--- config.mk ---
export PLATFORM = sky130hd
export DESIGN_NAME = gprm_top
export DESIGN_NICKNAME = d
export VERILOG_FILES = /design/src/gprm_pkg.sv /design/src/gprm_acc_if.sv /design/src/gprm_decode.sv /design/src/gprm_port.sv /design/src/gprm_top.sv
export VERILOG_INCLUDE_DIRS = /design/src /design/src/src
export SDC_FILE = /design/constraint.sdc
export NUM_CORES = 1
export LEC_CHECK = 0
export ABC_CLOCK_PERIOD_IN_PS = 5100
export BUFFER_PORTS_ARGS = -buffer_cell sky130_fd_sc_hd__buf_4
export CAP_MARGIN = 20
export CORE_AREA = 10 10 154 156
export CTS_CLUSTER_DIAMETER = 80
export DETAILED_ROUTE_END_ITERATION = 10
export DIE_AREA = 0 0 164 166
export GPL_ROUTABILITY_DRIVEN = 0
export GPL_TIMING_DRIVEN = 0
export SETUP_SLACK_MARGIN = 0.2
export SLEW_MARGIN = 20
export SYNTH_ARGS = -nofsm -noshare
export SYNTH_HDL_FRONTEND = slang
export SYNTH_SLANG_ARGS = --single-unit
export TNS_END_PERCENT = 20
--- constraint.sdc ---
create_clock -name i_clk -period 5.1 [get_ports i_clk]
set_clock_uncertainty 0.2 [all_clocks]
set_input_delay 0.765 -clock i_clk [delete_from_list [all_inputs] [get_ports i_clk]]
set_output_delay 0.765 -clock i_clk [all_outputs]
set_load 0.02 [all_outputs]
--- src/gprm_params.svh ---
// register offsets, address windows and reset values for the four-port gpio register map
`ifndef GPRM_PARAMS_SVH
`define GPRM_PARAMS_SVH

`define GPRM_PORT_W 8
`define GPRM_NUM_PORTS 4
`define GPRM_ADDR_W 16
`define GPRM_IO_OFF_W 6

// i/o-space window and the data-space aliases
`define GPRM_IO_LAST 16'h003f
`define GPRM_DS_IO_BASE 16'h0020
`define GPRM_DS_EXT_BASE 16'h0060

// port d sits lowest; each port above it is three locations higher
`define GPRM_OFF_D_SENSE 6'h10
`define GPRM_OFF_D_DIR 6'h11
`define GPRM_OFF_D_LATCH 6'h12
`define GPRM_OFF_C_SENSE 6'h13
`define GPRM_OFF_C_DIR 6'h14
`define GPRM_OFF_C_LATCH 6'h15
`define GPRM_OFF_B_SENSE 6'h16
`define GPRM_OFF_B_DIR 6'h17
`define GPRM_OFF_B_LATCH 6'h18
`define GPRM_OFF_A_SENSE 6'h19
`define GPRM_OFF_A_DIR 6'h1a
`define GPRM_OFF_A_LATCH 6'h1b
`define GPRM_OFF_STRIDE 6'h03

// port indices
`define GPRM_IDX_A 2'h0
`define GPRM_IDX_B 2'h1
`define GPRM_IDX_C 2'h2
`define GPRM_IDX_D 2'h3

// reset values
`define GPRM_RST_DIR 8'h00
`define GPRM_RST_LATCH 8'h00
`define GPRM_RST_SENSE 8'h00
`define GPRM_RST_RDATA 8'h00
`define GPRM_UNMAPPED_RDATA 8'h00
`define GPRM_ALL_OUT 8'hff
`define GPRM_ALL_IN 8'h00
`define GPRM_FORCED_LEVEL 8'h00

`endif

--- src/gprm_pkg.sv ---
// types shared by the gpio register map modules
`include "gprm_params.svh"
package gprm_pkg;

    typedef enum logic [1:0] {
        GPRM_SEL_SENSE = 2'h0,
        GPRM_SEL_DIR = 2'h1,
        GPRM_SEL_LATCH = 2'h2
    } gprm_sel_t;

    typedef struct packed {
        logic [`GPRM_PORT_W-1:0] dir;
        logic [`GPRM_PORT_W-1:0] latch;
        logic [`GPRM_PORT_W-1:0] sync1;
        logic [`GPRM_PORT_W-1:0] sense;
        logic [`GPRM_PORT_W-1:0] pull;
    } gprm_port_state_t;

    typedef struct packed {
        logic [`GPRM_PORT_W-1:0] rdata;
        logic rvalid;
    } gprm_top_state_t;

endpackage : gprm_pkg

--- src/gprm_acc_if.sv ---
// decoded register access passed from the address decoder to the ports
`include "gprm_params.svh"
interface gprm_acc_if;
    logic hit;
    logic [1:0] port;
    gprm_pkg::gprm_sel_t sel;
    logic we;
    logic [`GPRM_PORT_W-1:0] wdata;

    modport dec (output hit, output port, output sel, output we, output wdata);
    modport prt (input hit, input port, input sel, input we, input wdata);
endinterface : gprm_acc_if

--- src/gprm_decode.sv ---
// maps an i/o-space or data-space access onto a port and register
`include "gprm_params.svh"
module gprm_decode (
    // access request
    input wire logic i_valid,
    input wire logic i_data_space,
    input wire logic i_write,
    input wire logic [`GPRM_ADDR_W-1:0] i_addr,
    input wire logic [`GPRM_PORT_W-1:0] i_wdata,
    // decoded access
    gprm_acc_if.dec acc
);

    // offset of the first register of port p, port d being the lowest
    function automatic logic [`GPRM_IO_OFF_W-1:0] port_base(input logic [1:0] p);
        logic [`GPRM_IO_OFF_W-1:0] steps;
        steps = `GPRM_IO_OFF_W'(`GPRM_IDX_D - p);
        return `GPRM_IO_OFF_W'(`GPRM_OFF_D_SENSE + steps * `GPRM_OFF_STRIDE);
    endfunction : port_base

    logic off_ok;
    logic [`GPRM_IO_OFF_W-1:0] off;
    logic [`GPRM_ADDR_W-1:0] ds_rel;

    always_comb begin
        ds_rel = i_addr - `GPRM_DS_IO_BASE;
        off_ok = 1'b0;
        off = '0;
        if (i_data_space) begin
            // only the aliased window maps to ports; the extended region holds nothing here
            if (i_addr >= `GPRM_DS_IO_BASE && i_addr < `GPRM_DS_EXT_BASE) begin
                off_ok = 1'b1;
                off = ds_rel[`GPRM_IO_OFF_W-1:0];
            end
        end else if (i_addr <= `GPRM_IO_LAST) begin
            off_ok = 1'b1;
            off = i_addr[`GPRM_IO_OFF_W-1:0];
        end
    end

    always_comb begin
        acc.hit = 1'b0;
        acc.port = `GPRM_IDX_A;
        acc.sel = gprm_pkg::GPRM_SEL_SENSE;
        acc.we = i_write;
        acc.wdata = i_wdata;
        for (int p = 0; p < `GPRM_NUM_PORTS; p++) begin
            if (i_valid && off_ok && off >= port_base(2'(p)) && off < port_base(2'(p)) + `GPRM_OFF_STRIDE) begin
                acc.hit = 1'b1;
                acc.port = 2'(p);
                acc.sel = gprm_pkg::gprm_sel_t'(2'(off - port_base(2'(p))));
            end
        end
    end

endmodule : gprm_decode

--- src/gprm_port.sv ---
// one 8-bit port: direction, output latch, pin sampler, pad drive and pull-up
`include "gprm_params.svh"
module gprm_port #(
    parameter logic [1:0] PORT_IDX = `GPRM_IDX_A,
    parameter bit COMPAT_FORCE = 1'b0
) (
    // clock and reset
    input wire logic i_clk,
    input wire logic i_rst_n,
    input wire logic i_ce,
    // static configuration
    input wire logic i_compat,
    input wire logic i_pullup_off,
    // decoded access
    gprm_acc_if.prt acc,
    // pad
    input wire logic [`GPRM_PORT_W-1:0] i_pin,
    output logic [`GPRM_PORT_W-1:0] o_pin_out,
    output logic [`GPRM_PORT_W-1:0] o_pin_oe_n,
    output logic [`GPRM_PORT_W-1:0] o_pull_en,
    // readback
    output logic [`GPRM_PORT_W-1:0] o_dir,
    output logic [`GPRM_PORT_W-1:0] o_latch,
    output logic [`GPRM_PORT_W-1:0] o_sense
);

    gprm_pkg::gprm_port_state_t state_r;
    gprm_pkg::gprm_port_state_t state_nxt;
    logic sel_me;

    always_comb begin
        state_nxt = state_r;
        sel_me = acc.hit && acc.we && acc.port == PORT_IDX;
        state_nxt.sync1 = i_pin;
        state_nxt.sense = state_r.sync1;
        if (sel_me && acc.sel == gprm_pkg::GPRM_SEL_DIR) begin
            state_nxt.dir = acc.wdata;
        end
        if (sel_me && acc.sel == gprm_pkg::GPRM_SEL_LATCH) begin
            state_nxt.latch = acc.wdata;
        end
        // a write to the sense location falls through untouched
        state_nxt.pull = ~state_nxt.dir & state_nxt.latch & {`GPRM_PORT_W{~i_pullup_off}};
    end

    always_ff @(posedge i_clk) begin
        if (!i_rst_n) begin
            state_r.dir <= `GPRM_RST_DIR;
            state_r.latch <= `GPRM_RST_LATCH;
            state_r.sync1 <= `GPRM_RST_SENSE;
            state_r.sense <= `GPRM_RST_SENSE;
            state_r.pull <= `GPRM_ALL_IN;
        end else if (i_ce) begin
            state_r <= state_nxt;
        end
    end

    // the forced port is gated by the fuse level alone so it holds before any clock edge
    generate
        if (COMPAT_FORCE) begin : g_forced
            assign o_pin_oe_n = i_compat ? `GPRM_ALL_IN : ~state_r.dir;
            // a constant level: the latch holds nothing defined until the first clocked reset
            assign o_pin_out = i_compat ? `GPRM_FORCED_LEVEL : state_r.latch;
            assign o_pull_en = i_compat ? `GPRM_ALL_IN : state_r.pull;
        end else begin : g_plain
            assign o_pin_oe_n = ~state_r.dir;
            assign o_pin_out = state_r.latch;
            assign o_pull_en = state_r.pull;
        end
    endgenerate

    assign o_dir = state_r.dir;
    assign o_latch = state_r.latch;
    assign o_sense = state_r.sense;

endmodule : gprm_port

--- src/gprm_top.sv ---
// four-port gpio register map reached by short i/o and data-space operations
`include "gprm_params.svh"
module gprm_top (
    // clock, reset, clock enable
    input wire logic i_clk,
    input wire logic i_rst_n,
    input wire logic i_ce,
    // static configuration
    input wire logic i_compat_mode,
    input wire logic i_global_pullup_disable,
    // core access
    input wire logic i_acc_valid,
    input wire logic i_acc_data_space,
    input wire logic i_acc_write,
    input wire logic [`GPRM_ADDR_W-1:0] i_acc_addr,
    input wire logic [`GPRM_PORT_W-1:0] i_acc_wdata,
    output logic [`GPRM_PORT_W-1:0] o_acc_rdata,
    output logic o_acc_rvalid,
    // port a pad
    input wire logic [`GPRM_PORT_W-1:0] i_pa_pin,
    output logic [`GPRM_PORT_W-1:0] o_pa_out,
    output logic [`GPRM_PORT_W-1:0] o_pa_oe_n,
    output logic [`GPRM_PORT_W-1:0] o_pa_pull_en,
    // port b pad
    input wire logic [`GPRM_PORT_W-1:0] i_pb_pin,
    output logic [`GPRM_PORT_W-1:0] o_pb_out,
    output logic [`GPRM_PORT_W-1:0] o_pb_oe_n,
    output logic [`GPRM_PORT_W-1:0] o_pb_pull_en,
    // port c pad
    input wire logic [`GPRM_PORT_W-1:0] i_pc_pin,
    output logic [`GPRM_PORT_W-1:0] o_pc_out,
    output logic [`GPRM_PORT_W-1:0] o_pc_oe_n,
    output logic [`GPRM_PORT_W-1:0] o_pc_pull_en,
    // port d pad
    input wire logic [`GPRM_PORT_W-1:0] i_pd_pin,
    output logic [`GPRM_PORT_W-1:0] o_pd_out,
    output logic [`GPRM_PORT_W-1:0] o_pd_oe_n,
    output logic [`GPRM_PORT_W-1:0] o_pd_pull_en
);

    gprm_acc_if acc ();

    logic [`GPRM_PORT_W-1:0] pin_in [`GPRM_NUM_PORTS];
    logic [`GPRM_PORT_W-1:0] pin_out [`GPRM_NUM_PORTS];
    logic [`GPRM_PORT_W-1:0] pin_oe_n [`GPRM_NUM_PORTS];
    logic [`GPRM_PORT_W-1:0] pull_en [`GPRM_NUM_PORTS];
    logic [`GPRM_PORT_W-1:0] rb_dir [`GPRM_NUM_PORTS];
    logic [`GPRM_PORT_W-1:0] rb_latch [`GPRM_NUM_PORTS];
    logic [`GPRM_PORT_W-1:0] rb_sense [`GPRM_NUM_PORTS];

    gprm_pkg::gprm_top_state_t state_r;
    gprm_pkg::gprm_top_state_t state_nxt;

    gprm_decode u_decode (
        .i_valid(i_acc_valid),
        .i_data_space(i_acc_data_space),
        .i_write(i_acc_write),
        .i_addr(i_acc_addr),
        .i_wdata(i_acc_wdata),
        .acc(acc.dec)
    );

    assign pin_in[`GPRM_IDX_A] = i_pa_pin;
    assign pin_in[`GPRM_IDX_B] = i_pb_pin;
    assign pin_in[`GPRM_IDX_C] = i_pc_pin;
    assign pin_in[`GPRM_IDX_D] = i_pd_pin;

    // only port c carries the compatibility override
    generate
        for (genvar p = 0; p < `GPRM_NUM_PORTS; p++) begin : g_port
            gprm_port #(
                .PORT_IDX(2'(p)),
                .COMPAT_FORCE(2'(p) == `GPRM_IDX_C)
            ) u_port (
                .i_clk(i_clk),
                .i_rst_n(i_rst_n),
                .i_ce(i_ce),
                .i_compat(i_compat_mode),
                .i_pullup_off(i_global_pullup_disable),
                .acc(acc.prt),
                .i_pin(pin_in[p]),
                .o_pin_out(pin_out[p]),
                .o_pin_oe_n(pin_oe_n[p]),
                .o_pull_en(pull_en[p]),
                .o_dir(rb_dir[p]),
                .o_latch(rb_latch[p]),
                .o_sense(rb_sense[p])
            );
        end
    endgenerate

    // read answer one cycle after the request; unmapped or extended addresses read zero
    always_comb begin
        state_nxt = state_r;
        state_nxt.rvalid = i_acc_valid && !i_acc_write;
        if (i_acc_valid && !i_acc_write) begin
            state_nxt.rdata = `GPRM_UNMAPPED_RDATA;
            if (acc.hit) begin
                case (acc.sel)
                    gprm_pkg::GPRM_SEL_SENSE: state_nxt.rdata = rb_sense[acc.port];
                    gprm_pkg::GPRM_SEL_DIR: state_nxt.rdata = rb_dir[acc.port];
                    gprm_pkg::GPRM_SEL_LATCH: state_nxt.rdata = rb_latch[acc.port];
                    default: state_nxt.rdata = `GPRM_UNMAPPED_RDATA;
                endcase
            end
        end
    end

    always_ff @(posedge i_clk) begin
        if (!i_rst_n) begin
            state_r.rdata <= `GPRM_RST_RDATA;
            state_r.rvalid <= 1'b0;
        end else if (i_ce) begin
            state_r <= state_nxt;
        end
    end

    assign o_acc_rdata = state_r.rdata;
    assign o_acc_rvalid = state_r.rvalid;

    // pad outputs come from the port flops; port c adds only the fuse gating
    assign o_pa_out = pin_out[`GPRM_IDX_A];
    assign o_pa_oe_n = pin_oe_n[`GPRM_IDX_A];
    assign o_pa_pull_en = pull_en[`GPRM_IDX_A];
    assign o_pb_out = pin_out[`GPRM_IDX_B];
    assign o_pb_oe_n = pin_oe_n[`GPRM_IDX_B];
    assign o_pb_pull_en = pull_en[`GPRM_IDX_B];
    assign o_pc_out = pin_out[`GPRM_IDX_C];
    assign o_pc_oe_n = pin_oe_n[`GPRM_IDX_C];
    assign o_pc_pull_en = pull_en[`GPRM_IDX_C];
    assign o_pd_out = pin_out[`GPRM_IDX_D];
    assign o_pd_oe_n = pin_oe_n[`GPRM_IDX_D];
    assign o_pd_pull_en = pull_en[`GPRM_IDX_D];

endmodule : gprm_top

# Word-level counts from Yosys, hierarchy flattened
# Cells that the tools add are included.
[word_totals]
regBits = 169
latchBits = 0
ramBits = 0
romBits = 0
in_bits = 64
output_inout_bits = 105
word_cells = 129
n_memories = 0
[classes]
addsub = 5
n_mul = 0
div = 0
magnitude_cmp = 12
n_eq_ne = 5
shifts = 0
mux = 39
n_bitwise = 18
reduce_logical = 28
[ops]
columns = ["op", "n"]
rows = [
  ["$mux W8", 18],
  ["$and A8 B8 Y8", 8],
  ["$not A8 Y8", 8],
  ["$bmux W8 S2", 3],
  ["$ge A6 B5 Y1 const B", 4],
  ["$logic_and A1 B1 Y1", 24],
  ["$lt A6 B5 Y1 const B", 4],
  ["$pmux W8 S3", 1],
  ["$mux W6", 3],
  ["$ge A16 B6 Y1 const B", 1],
  ["$le A16 B6 Y1 const B", 1],
  ["$lt A16 B7 Y1 const B", 1],
  ["$mux W2", 6],
  ["$mux W1", 8],
  ["$eq A2 B2 Y1 const B", 3],
  ["$sub A6 B6 Y6 const B", 1],
  ["$eq A2 B1 Y1 const B", 2],
  ["$logic_not A2 Y1", 2],
  ["$sub A2 B1 Y2 const B", 2],
  ["$sub A2 B2 Y2 const B", 2],
  ["$ge A3 B3 Y1 const B", 1],
  ["$not A2 Y3", 1],
  ["$reduce_and A2 Y1", 1],
  ["$logic_not A1 Y1", 1],
  ["$not A1 Y1", 1],
]

# Depth between registers and ports, before layout
[logic_depth]
depth_word = 18
mapped_depth = 16
depth_no_buf = 13

# Cells and area by module
# A second synthesis with hierarchy kept.
[unflattened]
cells_unflattened = 913
hier_area_um2 = 9112.5
[modules_own_cells]
columns = ["mod", "instances", "cells_per_inst", "area_per_inst_um2", "seq_area_each_um2"]
rows = [
  ["gprm_port at g_port[2].u_port", 1, 214, 2105.8, 800.8],
  ["gprm_port at g_port[1].u_port", 1, 187, 1829.3, 800.8],
  ["gprm_port at g_port[3].u_port", 1, 188, 1823.0, 800.8],
  ["gprm_port at g_port[0].u_port", 1, 178, 1806.7, 800.8],
  ["gprm_top", 1, 82, 1116.1, 180.2],
  ["gprm_decode", 1, 64, 431.7, 0.0],
]

# Worst setup path after synthesis
# No wires, ideal clock.
[synth_path]
path_type = "input port to flip-flop"
start = "input port i_acc_addr[11]"
end = "register g_port[2].u_port.state_r[0] in the netlist's numbering"
setup_ns = 0.117
arrival_time_ns = 3.915
required_time_ns = 4.783
path_slack_ns = 0.867
stages = 13
n_path_buf = 1
path_cell_list = "nor4_2 > and3_1 > buf_2 > and3_1 > inv_1 > ha_1 > or3_1 > o211a_1 > a21oi_1 > o2bb2ai_1 > a311oi_2 > mux2_2 > a32o_1"
[synth_via]
elab_chain_len = 18
elab_cells_between_ends = 54
cone_classes = "add/sub: 4; order compare: 11; eq/ne: 3; mux: 19; bitwise: 3; reduce/logical: 14"
[synth_lines]
columns = ["element", "line_no", "rtl"]
rows = [
  ["from (decl)", "gprm_top.sv:15", "input wire logic [`GPRM_ADDR_W-1:0] i_acc_addr,"],
  ["$ge A16 B6 Y1 (no line) / $lt A16 B7 Y1 (equally long branches)", "n/a", ""],
  ["$logic_and A1 B1 Y1 (no line)", "n/a", ""],
  ["$mux W6 / $mux W1 (equally long branches)", "gprm_decode.sv:31", "if (i_addr >= `GPRM_DS_IO_BASE && i_addr < `GPRM_DS_EXT_BASE) begin"],
  ["$mux W6 / $mux W1 (equally long branches)", "gprm_decode.sv:29", "if (i_data_space) begin"],
  ["$ge A6 B5 Y1 / $logic_and A1 B1 Y1 (equally long branches)", "gprm_decode.sv:48", "if (i_valid && off_ok && off >= port_base(2'(p)) && off < port_base(2'(p)) + `GPRM_OFF_STRIDE) begin"],
  ["$logic_and A1 B1 Y1", "gprm_decode.sv:48", ""],
  ["$logic_and A1 B1 Y1 (no line)", "n/a", ""],
  ["$mux W1 (4 in a row)", "gprm_decode.sv:48", ""],
  ["$logic_and A1 B1 Y1 (2 in a row)", "gprm_port.sv:33", "sel_me = acc.hit && acc.we && acc.port == PORT_IDX;"],
  ["$logic_and A1 B1 Y1", "gprm_port.sv:36", "if (sel_me && acc.sel == gprm_pkg::GPRM_SEL_DIR) begin"],
  ["$mux W8", "gprm_port.sv:36", ""],
  ["$not A8 Y8", "gprm_port.sv:43", "state_nxt.pull = ~state_nxt.dir & state_nxt.latch & {`GPRM_PORT_W{~i_pullup_off}};"],
  ["$and A8 B8 Y8 (*) (2 in a row)", "gprm_port.sv:43", ""],
  ["to (signal assigned)", "gprm_port.sv:54", "state_r <= state_nxt;"],
  ["to (decl)", "gprm_port.sv:27", "gprm_pkg::gprm_port_state_t state_r;"],
]
# Every way passes the cells marked *; elsewhere a longest branch is shown, timed or not.
# A chain may end at the register's enable or synchronous reset.

# Final worst setup path
[layout_path]
start = "input port i_acc_addr[11]"
end = "register g_port[2].u_port.state_r[5] in the netlist's numbering"
# Same word-level chain as after synthesis.

==> flow_metrics.py <==
metrics = {
    "status": {
        "status": "finished clean",
    },
    "cts": {
        "cts_root_buf": "clkbuf_16",
        "post-cts-setup-buffers": 0,
        "clk_pin_slew_ns": 0.07,
        "cts_tree": "done",
        "ctsResizeCount": 0,
        "cts.path.max_buffers": 2,
        "clk_latency_ns": 0.44,
        "h-tree-depth": 4,
        "cts-buffers-inserted": 17,
        "hold_buffers": 0,
        "cts_num_sinks": 169,
    },
    "route": {
        "dr.pass1.iters": 5,
        "viasPerCell": 5.578,
        "ant_nets": 0,
        "drt_iter0_drc": 768,
        "via_count": 7792,
        "drc": 0,
        "routedWlPerCell_um": 21.66,
        "wl_mm": 30.26,
    },
    "global_route": {
        "grt_pass1_wl_mm": 45.12,
        "grt.total_usage_pct": 21.40,
        "grt_overflow": 0,
        "grt_max_degree": 17,
        "antenna_found_initial": 0,
        "grt_pass1_vias": 7553,
    },
    "setup_path": {
        "reg2reg_from": "g_port[2].u_port.o_dir[2]$_SDFFE_PN0P_",
        "crit_required_ns": 5.23,
        "reg2reg_slack_ns": 3.50,
        "timing.rr.end": "o_acc_rdata[2]$_SDFFE_PN0P_",
        "start_kind": "input port",
        "path_max_fanout": 10,
        "reg2regPathDepth": 4,
        "crit_type": "input port to flop",
        "cp.arrival_ns": 4.89,
        "end_kind": "flop",
    },
    "logic_synthesis": {
        "async_flop_share_pct": 0,
        "synth.top_cell.area_share_pct": 41.86,
        "yosysWarnings": 0,
        "synth_largest_area_cell": "dfxtp_1",
        "ys.flop_type": "dfxtp_1",
        "synth_fp_nets": 987,
        "synth_cell_types": 59,
        "synth_area_leaders": "dfxtp_1, mux2i_1, nor2_1, nand2_1, mux2_2",
        "netlist_instances": 920,
        "synth_edf_count": 0,
        "seq_area_frac_synth_pct": 41.86,
        "avgSynthCellArea_um2": 8.784,
        "ys_seq_elements": 169,
        "syn-cell-area_um2": 8082,
    },
    "sta": {
        "worst_slack_ns": 0.3389,
        "layout_min_cycle_time_ns": 4.761,
        "max_freq_mhz": 210.0,
        "worstMarginPinSlew_ns": 0.9995,
        "final-max-slew-violation-count": 0,
        "finalCritPeriodShare_pct": 93.35,
        "final-setup-viol-count": 0,
        "grt_setup_unrepaired": "yes",
        "whs_ns": 0.2545,
        "slew_headroom_pct": 32.85,
        "hold_viol": 0,
    },
    "floorplanning": {
        "placementRows": 53,
        "dieHeight_um": 166,
        "die_w_um": 164,
        "io_pins": 169,
        "dieArea_um2": 27220,
        "coreArea_um2": 20690,
        "start_util_pct": 39.06,
    },
    "power": {
        "cellLeakagePower_uw": 0.004113,
        "p_total_uw": 2825,
        "p_per_area_nw_per_um2": 274.9,
        "ir_drop_mv": 0.2393,
    },
    "cells_and_area": {
        "syn_to_final_growth_pct": 27.14,
        "layout_common_cells": "buf_4, dfxtp_1, nor2_1, mux2i_1, nand2_1",
        "fillers": 2047,
        "mostFrequentLayoutCell": "buf_4",
        "diodes": 0,
        "layout-drive-gt1-share_pct": 22.82,
        "nets": 1176,
    },
    "worst_hold_path": {
        "worstHoldStart": "g_port[1].u_port.o_dir[5]$_SDFFE_PN0P_",
        "hold_path_class": "flop to flop",
        "whs_endpoint": "g_port[1].u_port.o_dir[5]$_SDFFE_PN0P_",
        "holdPathStages": 2,
    },
    "place": {
        "dp_hpwl_mm": 22.90,
        "portBuffers": 167,
        "place_worst_setup_slack_ns": -0.05894,
    },
    "run": {
        "maxCapViolCount": 0,
    },
}
==> cell usage after synthesis (all sizes together) (3+ instances only) <==
cell and instances:
a32o 33, mux2 32, or2 3, o211ai 9, dfxtp 169, a22oi 8, clkbuf 57, o221ai 24
o21ai 17, buf 11, nand2 97, nand3b 3, nor2 120, ha 3, and2 5, nand2b 5
nand3 55, nor3 11, a21oi 61, nand4 6, mux2i 105, nor4 3, and3 6, nor2b 18
inv 30
==> worst max path at each step <==
stage	startpoint	end	depth (start not counted)
floorplan	i_acc_addr[11]	g_port[2].u_port.state_r[0]$_SDFFE_PN0P_	13
global placement	i_acc_addr[11]	g_port[1].u_port.o_dir[7]$_SDFFE_PN0P_	15
detailed placement	i_acc_addr[11]	g_port[1].u_port.o_dir[7]$_SDFFE_PN0P_	15
CTS	i_acc_addr[11]	g_port[1].u_port.o_dir[7]$_SDFFE_PN0P_	15
global route	i_acc_addr[11]	g_port[2].u_port.state_r[5]$_SDFFE_PN0P_	14
finish	i_acc_addr[11]	g_port[2].u_port.state_r[5]$_SDFFE_PN0P_	14
==> worst max-delay path, stage by stage <==
cell       delay [ns]
buf_4            0.11
nor4_2           0.35
and3_1           0.23
buf_2            0.22
and3_1           0.25
inv_1            0.11
ha_1             0.22
or3_1            0.40
o211a_1          0.21
a21oi_1          0.43
o2bb2ai_1        0.23
a311oi_2         0.71
mux2_2           0.42
a32o_1           0.22
==> layout make-up <==
class	count	area (um2)	area share, %
buffer	68	284.0	2.764
clock buffer	23	478.0	4.652
clock inverter	9	88.84	0.8646
inverter	30	112.6	1.096
multi-input combinational	653	4308	41.93
sequential	169	3383	32.93
tap	275	344.1	3.349
timing repair buffer	170	1276	12.42
==> where the power goes <==
| part | internal, uW | switching (uW) |
|---|---|---|
| logic | 81.2 | 128 |
| registers | 1340 | 13.8 |
| clock network | 713 | 545 |
==> per-stage QoR <==
stage / TNS, ns / std cells / cell area (um2) / utilization [%]
after floorplan: 0 / 920 / 8082 / -
after global placement: -0.3315 / 1362 / 9679 / 46.78
after detailed placement: -0.3748 / 1362 / 9679 / 46.78
after CTS: 0 / 1394 / 10250 / 49.52
after global routing: 0 / 1397 / 10270 / 49.66
final: 0 / 1397 / 10270 / 49.66
==> routing by layer <==
layer,share of wire [%],up-vias,track usage (%),routed length (um)
met5,0,-,0,0
met4,2.3,0,6.374,692
met3,9.5,55,6.173,2877
met2,44,362,32.47,13370
met1,44,3712,28.66,13320
li1,-,3663,-,-
==> logic make-up (layout without fill, tap and decap cells) <==
kind of cell / Yosys count / count (layout) / share of synthesized area (%)
flops: 169 / 169 / 41.86
buf+inv: 98 / 300 / 4.908
compound gates: 172 / 172 / 15.54
fa+ha+maj: 3 / 3 / 0.4645
xor+xnor: 2 / 2 / 0.2168
simple gates: 339 / 339 / 19.54
mux: 137 / 137 / 17.46
==> sequential cells by signal, indices dropped and copies added, names as in the netlist <==
register and count:
o_acc_rdata 8, g_port.u_port.state_nxt 32, g_port.u_port.o_latch 32, g_port.u_port.state_r 8, g_port.u_port.o_dir 32, g_port.u_port.o_pull_en 24
o_acc_rvalid 1, g_port.u_port.o_sense 32
(Power assumes the default switching activity.)
